**src/hdl/link_pm_map.vh**
```
`ifndef LINK_PM_MAP_VH
`define LINK_PM_MAP_VH
// Register indices (byte address = offset)
`define REG_CTRL 8'h00
`define REG_STATUS 8'h04
`define REG_ACTION 8'h08
`define REG_CMD 8'h0C
`define REG_MODE_BASE 8'h10
// Control field positions
`define CTRL_DYN_EN 0
`define CTRL_GEN3 1
`define CTRL_REFRESH_EN 2
`define CTRL_MODE_LOCK 3
// Command field positions
`define CMD_GO 0
`define CMD_REFRESH 1
// Reset values
`define ACTION_RESET 4'h0
`define CTRL_RESET 32'h0000_0000
// Timing in cycles, and mode table depth in entries
`define STOP_HOLD_CYCLES 16'h0040
`define REFRESH_HOLD_CYCLES 16'h0020
`define MODE_ENTRIES 16
`endif

```
**src/hdl/link_mode_mem.v**
```verilog
`timescale 1ns/1ps
`default_nettype none
module link_mode_mem (
    input wire mclk,
    input wire we,
    input wire [3:0] waddr,
    input wire [31:0] wdata,
    input wire [3:0] raddr,
    output reg [31:0] rdata
);
    reg [31:0] mem [0:15];
    always @(posedge mclk) begin
        if (we) begin
            mem[waddr] <= wdata;
        end
        rdata <= mem[raddr];
    end
endmodule
`default_nettype wire

```
**src/hdl/central_link_power_controller.v**
```verilog
// The register offsets and strobed register access were decided locally.
`timescale 1ns/1ps
`default_nettype none
`include "link_pm_map.vh"
module central_link_power_controller (
    input wire mclk,
    input wire nrst,
    input wire warm_rst_n,
    input wire [7:0] addr,
    input wire [31:0] wdata,
    input wire wr,
    input wire rd,
    output reg [31:0] rdata,
    input wire link_clk,
    input wire clock_stop_active,
    input wire int_pending_msg,
    input wire ext_stop_req,
    input wire ext_clock_stop_req,
    input wire link_wake_request_n,
    output reg link_stop_n,
    output wire clock_stop_request,
    output reg wake_system,
    output reg [3:0] link_action_code,
    output reg [31:0] active_mode,
    output reg seq_busy
);
    localparam ST_IDLE = 2'b00;
    localparam ST_LOAD = 2'b01;
    localparam ST_STOP = 2'b10;
    localparam ST_REFR = 2'b11;

    // Two-stage synchronisers for pin inputs
    wire [5:0] pin_in;
    wire [5:0] pin_sync;
    reg link_clk_d;
    wire cs_act = pin_sync[0];
    wire ip_msg = pin_sync[1];
    wire x_stop = pin_sync[2];
    wire x_cs = pin_sync[3];
    wire wake_req = pin_sync[4];
    wire lclk = pin_sync[5];
    wire lclk_rise = lclk & ~link_clk_d;
    reg ip_msg_d;
    wire ip_pulse = ip_msg & ~ip_msg_d;

    reg [1:0] state;
    reg [1:0] next_state;
    reg [15:0] cnt;
    reg stop_clk_flag;
    reg dyn_en;
    reg gen3;
    reg refresh_en;
    reg [3:0] pend_code;
    reg code_dirty;
    reg go_pend;
    reg refr_pend;
    wire [31:0] mem_rdata;

    function is_mode_addr;
        input [7:0] a;
        begin
            is_mode_addr = (a >= `REG_MODE_BASE) && (a < `REG_MODE_BASE + 8'h40) &&
                (a[1:0] == 2'b00);
        end
    endfunction

    // Register address match
    function reg_hit;
        input [7:0] a;
        input [7:0] off;
        begin
            reg_hit = (a == off);
        end
    endfunction

    // Write strobes per register
    wire mode_we = wr & is_mode_addr(addr);
    wire [7:0] mode_off = addr - `REG_MODE_BASE;
    wire ctrl_we = wr & reg_hit(addr, `REG_CTRL);
    wire action_we = wr & reg_hit(addr, `REG_ACTION) & dyn_en;
    wire cmd_we = wr & reg_hit(addr, `REG_CMD);
    wire refr_start = (state == ST_IDLE) && !go_pend && refr_pend && lclk_rise;

    // Mode table, read address follows the sequencer
    link_mode_mem u_mem (
        .mclk(mclk),
        .we(mode_we),
        .waddr(mode_off[5:2]),
        .wdata(wdata),
        .raddr(state == ST_IDLE ? pend_code : link_action_code),
        .rdata(mem_rdata)
    );

    assign pin_in = {link_clk, ~link_wake_request_n, ext_clock_stop_req, ext_stop_req,
        int_pending_msg, clock_stop_active};

    genvar gi;
    generate
        for (gi = 0; gi < 6; gi = gi + 1) begin : g_sync
            reg stage1;
            reg stage2;
            always @(posedge mclk or negedge nrst) begin
                if (!nrst) begin
                    stage1 <= 1'b0;
                    stage2 <= 1'b0;
                end else begin
                    stage1 <= pin_in[gi];
                    stage2 <= stage1;
                end
            end
            assign pin_sync[gi] = stage2;
        end
    endgenerate

    // Edge detectors on the synchronised pins
    always @(posedge mclk or negedge nrst) begin
        if (!nrst) begin
            link_clk_d <= 1'b0;
            ip_msg_d <= 1'b0;
        end else begin
            link_clk_d <= lclk;
            ip_msg_d <= ip_msg;
        end
    end

    // Stop-clock flag and pending-interrupt handling
    always @(posedge mclk or negedge nrst) begin
        if (!nrst) begin
            stop_clk_flag <= 1'b0;
            wake_system <= 1'b0;
        end else begin
            stop_clk_flag <= cs_act;
            if (stop_clk_flag && ip_pulse) begin
                wake_system <= 1'b1;
            end else if (!stop_clk_flag) begin
                wake_system <= 1'b0;
            end
        end
    end

    // Stop-clock requests from outside are held off during a sequence
    assign clock_stop_request = x_cs & ~seq_busy;

    // Dynamic config enable: software sets it, only nrst or warm reset clears it
    always @(posedge mclk or negedge nrst) begin
        if (!nrst) begin
            dyn_en <= 1'b0;
        end else if (!warm_rst_n) begin
            dyn_en <= 1'b0;
        end else if (ctrl_we) begin
            dyn_en <= dyn_en | wdata[`CTRL_DYN_EN];
        end
    end

    // Link rate and refresh enable
    always @(posedge mclk or negedge nrst) begin
        if (!nrst) begin
            gen3 <= 1'b0;
            refresh_en <= 1'b0;
        end else if (warm_rst_n && ctrl_we) begin
            gen3 <= wdata[`CTRL_GEN3];
            refresh_en <= wdata[`CTRL_REFRESH_EN];
        end
    end

    // Pending action code waits for the next control sequence
    always @(posedge mclk or negedge nrst) begin
        if (!nrst) begin
            pend_code <= `ACTION_RESET;
            code_dirty <= 1'b0;
        end else if (!warm_rst_n) begin
            pend_code <= `ACTION_RESET;
            code_dirty <= 1'b0;
        end else if (action_we) begin
            pend_code <= wdata[3:0];
            code_dirty <= 1'b1;
        end else if (state == ST_LOAD) begin
            code_dirty <= 1'b0;
        end
    end

    // Control command waits for an idle sequencer
    always @(posedge mclk or negedge nrst) begin
        if (!nrst) begin
            go_pend <= 1'b0;
        end else if (!warm_rst_n) begin
            go_pend <= 1'b0;
        end else if (cmd_we && wdata[`CMD_GO]) begin
            go_pend <= 1'b1;
        end else if (state == ST_IDLE) begin
            go_pend <= 1'b0;
        end
    end

    // Refresh command taken only at gen3 with refresh enabled
    always @(posedge mclk or negedge nrst) begin
        if (!nrst) begin
            refr_pend <= 1'b0;
        end else if (!warm_rst_n) begin
            refr_pend <= 1'b0;
        end else if (cmd_we && wdata[`CMD_REFRESH] && gen3 && refresh_en) begin
            refr_pend <= 1'b1;
        end else if (refr_start) begin
            refr_pend <= 1'b0;
        end
    end

    // Next state
    always @* begin
        next_state = state;
        case (state)
            ST_IDLE: begin
                if (go_pend) begin
                    next_state = ST_LOAD;
                end else if (refr_pend && lclk_rise) begin
                    next_state = ST_REFR;
                end
            end
            ST_LOAD: next_state = ST_STOP;
            ST_STOP: begin
                if (cnt == 16'h0000 && wake_req == 1'b1) begin
                    next_state = ST_IDLE;
                end
            end
            ST_REFR: begin
                if (cnt == 16'h0000) begin
                    next_state = ST_IDLE;
                end
            end
            default: next_state = ST_IDLE;
        endcase
    end

    // Sequencer state and busy flag
    always @(posedge mclk or negedge nrst) begin
        if (!nrst) begin
            state <= ST_IDLE;
            seq_busy <= 1'b0;
        end else if (!warm_rst_n) begin
            state <= ST_IDLE;
            seq_busy <= 1'b0;
        end else begin
            state <= next_state;
            seq_busy <= (next_state != ST_IDLE);
        end
    end

    // Hold counter for the link stop window
    always @(posedge mclk or negedge nrst) begin
        if (!nrst) begin
            cnt <= 16'h0000;
        end else if (!warm_rst_n) begin
            cnt <= 16'h0000;
        end else if (next_state == ST_LOAD) begin
            cnt <= `STOP_HOLD_CYCLES;
        end else if (next_state == ST_REFR && state == ST_IDLE) begin
            cnt <= `REFRESH_HOLD_CYCLES;
        end else if (cnt != 16'h0000) begin
            cnt <= cnt - 16'h0001;
        end
    end

    // Action code changes only as the link stops, or on reset
    always @(posedge mclk or negedge nrst) begin
        if (!nrst) begin
            link_action_code <= `ACTION_RESET;
        end else if (!warm_rst_n) begin
            link_action_code <= `ACTION_RESET;
        end else if (state == ST_LOAD && code_dirty) begin
            link_action_code <= pend_code;
        end
    end

    // Mode entry taken two cycles into the stop window
    always @(posedge mclk or negedge nrst) begin
        if (!nrst) begin
            active_mode <= 32'h0000_0000;
        end else if (warm_rst_n && state == ST_STOP && cnt == `STOP_HOLD_CYCLES - 16'h0002) begin
            active_mode <= mem_rdata;
        end
    end

    // Sole driver of link stop; outside stops wait while busy
    always @(posedge mclk or negedge nrst) begin
        if (!nrst) begin
            link_stop_n <= 1'b1;
        end else if (!warm_rst_n) begin
            link_stop_n <= 1'b1;
        end else if (next_state == ST_STOP || next_state == ST_REFR) begin
            link_stop_n <= 1'b0;
        end else if (next_state == ST_IDLE && x_stop && !seq_busy) begin
            link_stop_n <= 1'b0;
        end else begin
            link_stop_n <= 1'b1;
        end
    end

    // Register read port
    always @(posedge mclk or negedge nrst) begin
        if (!nrst) begin
            rdata <= 32'h0000_0000;
        end else if (rd) begin
            case (addr)
                `REG_CTRL: rdata <= {29'h0, refresh_en, gen3, dyn_en};
                `REG_STATUS: rdata <= {24'h0, ~link_stop_n, seq_busy, wake_system,
                    stop_clk_flag, state, refr_pend, go_pend};
                `REG_ACTION: rdata <= {24'h0, link_action_code, pend_code};
                default: rdata <= 32'h0000_0000;
            endcase
        end else begin
            rdata <= 32'h0000_0000;
        end
    end
endmodule
`default_nettype wire

```
**config.mk**
```make
export PLATFORM = sky130hd
export DESIGN_NAME = central_link_power_controller
export DESIGN_NICKNAME = d
export VERILOG_FILES = /design/src/hdl/link_mode_mem.v /design/src/hdl/central_link_power_controller.v
export VERILOG_INCLUDE_DIRS = /design/src /design/src/hdl
export SDC_FILE = /design/constraint.sdc
export NUM_CORES = 1
export LEC_CHECK = 0
export ABC_CLOCK_PERIOD_IN_PS = 2870
export BUFFER_PORTS_ARGS = -buffer_cell sky130_fd_sc_hd__clkbuf_2
export CORE_ASPECT_RATIO = 0.9
export CORE_MARGIN = 10
export CORE_UTILIZATION = 60
export DETAILED_ROUTE_END_ITERATION = 7
export PLACE_DENSITY = 0.8
export SLEW_MARGIN = 20
export SYNTH_ARGS = -nofsm -noshare
export SYNTH_HDL_FRONTEND = slang
export SYNTH_SLANG_ARGS = --single-unit
```
**constraint.sdc**
```tcl
create_clock -name mclk -period 2.87 [get_ports mclk]
set_input_delay 0.4305 -clock mclk [delete_from_list [all_inputs] [get_ports mclk]]
set_output_delay 0.4305 -clock mclk [all_outputs]
set_load 0.05 [all_outputs]
```
==> impl_metrics.tcl <==
set metrics [dict create \
    post_cts_resized 0 \
    clk_latency_ps 630 \
    cts_sinks 634 \
    drt_iter0_drc 1795 \
    syn-instance-count 1682 \
    cp_max_fo 53 \
    setup_ws_ps 263.9 \
    clk_pin_slew_ps 70 \
    synth-seq-cells 634 \
    cts_tree "built" \
    syn_avg_cell_area_um2 14.81 \
    power.total_mw 18.53 \
    portBuffers 98 \
    nets 1827 \
    outcome "finished clean" \
    max-cap-violations 0 \
    end_kind "flip-flop" \
    fin_crit_ps 2606 \
    critPathKind "flip-flop to flip-flop" \
    initial_utilization_pct 61.02 \
    relSlewSlack_pct 47.90 \
    fin_crit_sh_pct 90.80 \
    synth_area_um2 24910 \
    drive_above_1_share_pct 16.97 \
    cts_made_buffers 57 \
    ys.flop_type "edfxtp_1" \
    fmax_ghz 0.3837 \
    place_hpwl_um 31380 \
    postCtsSetupBuffers 0 \
    worstHoldPathType "input pin to flip-flop" \
    grt_pass1_vias 15320 \
    grt_pass1_wl_um 90640 \
    gp_congestion 0.8073 \
    htree_levels 2 \
    fp.dieH_um 213.3 \
    antenna_found_initial 1 \
    ir_drop_v 0.0005813 \
    total_leakage_power_nw 10.71 \
    gr-total-overflow 0 \
    ant_nets 0 \
    slew_violations 0 \
    routedWlPerCell_um 24.89 \
    seq_area_frac_synth_pct 73.35 \
    holdWs_ps 199.4 \
    hold_viol_final 0 \
    grt_usage_pct 23.20 \
    async_flop_share_pct 14.20 \
    multiInputGateArea_um2 6243 \
    worstPathRequired_ps 3420 \
    start_kind "flip-flop" \
    setup_viol 0 \
    root_buffer "clkbuf_16" \
    io_pins 123 \
    tightest_slew_ps 781.6 \
    vias 15270 \
    die_x_um 234.8 \
    cp.arrival_ps 3160 \
    synth.most_common_cell "edfxtp_1" \
    yosysWarnings 0 \
    skew_ps 15.90 \
    crit_family "simple AND/OR/NAND/NOR gates" \
    syn_to_final_growth_pct 14.02 \
    crit_slowest_cell "or3b_4" \
    crit_buf_inv 1 \
    rsz0062_at_grt "false" \
    cp_slowest_stage_delay_ps 720 \
    dieArea_um2 50070 \
    yosys-top-cells-area "edfxtp_1 62%, dfrtp_1 8.9%, mux2i_1 5.6%, nand3_1 2.7%, dfxtp_1 2.6%" \
    fillers 2664 \
    drc 0 \
    drt_wl_total_um 58760 \
    coreArea_um2 40810 \
    via_per_inst 6.467 \
    clock_path_buffers 3 \
    synth.top_cell.area_share_pct 61.73 \
    yosys-top-cells-count "512 x edfxtp_1, 140 x mux2i_1, 135 x nand3_1" \
    path_cells "or3b_4 -> buf_4 -> a21oi_1 -> o21ai_0 -> nand4_1 -> o2bb2ai_1" \
    num_rows 70 \
    detailedPlace.worstSlack_ps 362.2 \
    p_per_area_nw_per_um2 652.4 \
    regArea_um2 18270 \
    ys_types 55 \
    diodes 0 \
    synth_edf_count 512 \
    netlist.top_cell.by_area "edfxtp_1" \
    grt_max_degree 106 \
    first_pass_iters 5 \
]
==> flip-flops by register name, summed over array words and instances (netlist names), 4 cells and up <==
| signal | cells |
|---|---|
| g_sync.stage2 | 5 |
| active_mode | 32 |
| g_sync.stage1 | 6 |
| u_mem.rdata | 32 |
| pend_code | 4 |
| link_action_code | 4 |
| rdata | 8 |
| u_mem.mem | 512 |
| cnt | 16 |
==> cell type report <==
| cell class | count | area share (%) |
|---|---|---|
| timing repair buffer | 159 | 4.732 |
| tap | 540 | 2.379 |
| clock buffer | 80 | 5.649 |
| sequential | 634 | 64.33 |
| multi-input combinational | 915 | 21.99 |
| inverter | 6 | 0.07931 |
| clock inverter | 27 | 0.8416 |
==> final timing paths <==
path / start / to / slack (ps) / cells after the start
worst max register to register: state[0] / u_mem.rdata[10] / 260 / 6
max in group asynchronous: nrst / link_stop_n / 1770 / 3
worst min register to register: g_sync[1].stage1 / g_sync[1].stage2 / 350 / 0
worst max-delay path: state[0] / u_mem.rdata[10] / 260 / 6
min in group asynchronous: nrst / active_mode[28] / 370 / 2
worst min-delay path: addr[3] / go_pend / 200 / 3
==> stage by stage <==
step | cells | setup TNS, ps | utilization [%] | area, um2
after floorplan | 1705 | -22760 | - | 25020
after global placement | 2247 | 0 | 64.89 | 26480
after detailed placement | 2247 | 0 | 64.89 | 26480
after CTS | 2361 | 0 | 69.58 | 28400
after global routing | 2361 | 0 | 69.58 | 28400
final | 2361 | 0 | 69.58 | 28400
==> logic make-up (layout without fill, tap and decap cells) <==
group | after synthesis | in the layout | synth area share [%]
flops | 634 | 634 | 73.35
simple gates | 375 | 375 | 7.807
compound gates | 328 | 328 | 8.259
mux | 174 | 174 | 7.164
buf+inv | 156 | 272 | 2.868
xor+xnor | 11 | 11 | 0.3868
fa+ha+maj | 3 | 3 | 0.1507
other cells | 1 | 24 | 0.01506
==> metal layers <==
| layer | global-route usage [%] | part of all wire [%] | vias up |
|---|---|---|---|
| met5 | 0 | 0.022 | - |
| met4 | 9.069 | 2.9 | 2 |
| met3 | 4.497 | 9.3 | 142 |
| met2 | 38.03 | 49 | 838 |
| met1 | 30.36 | 39 | 7604 |
| li1 | - | - | 6682 |
==> report_power, final <==
part	switching [mW]	internal, mW
registers	0.0992	10.0
logic	0.583	0.331
clock network	3.29	4.18
total	3.98	14.6
==> layout by cell type, fill, tap and decap left out, types with 15 or more instances in the layout <==
cell         n
a21oi_1     75
buf_12      30
buf_4       25
clkbuf_1    15
clkbuf_16   58
clkbuf_2    97
conb_1      24
dfrtp_1     89
dfxtp_1     32
edfxtp_1   512
mux2_2      33
mux2i_1    139
nand2_1     22
nand3_1    135
nand4_1     37
nor2_1      39
nor3_1      75
o21ai_0    122
o221ai_1    64
o2bb2ai_1   32
==> tightest hold or removal path, stage by stage <==
cell and delay, ps:
clkbuf_2 180, nand4_1 100, a21boi_0 80
==> repair_timing <==
action / in CTS / in global routing
endpoints found under the setup margin: 0 / 0
hold endpoints to repair: 45 / 0
hold buffers: 7 / 0
No activity file was read; power rests on OpenSTA's default activity.
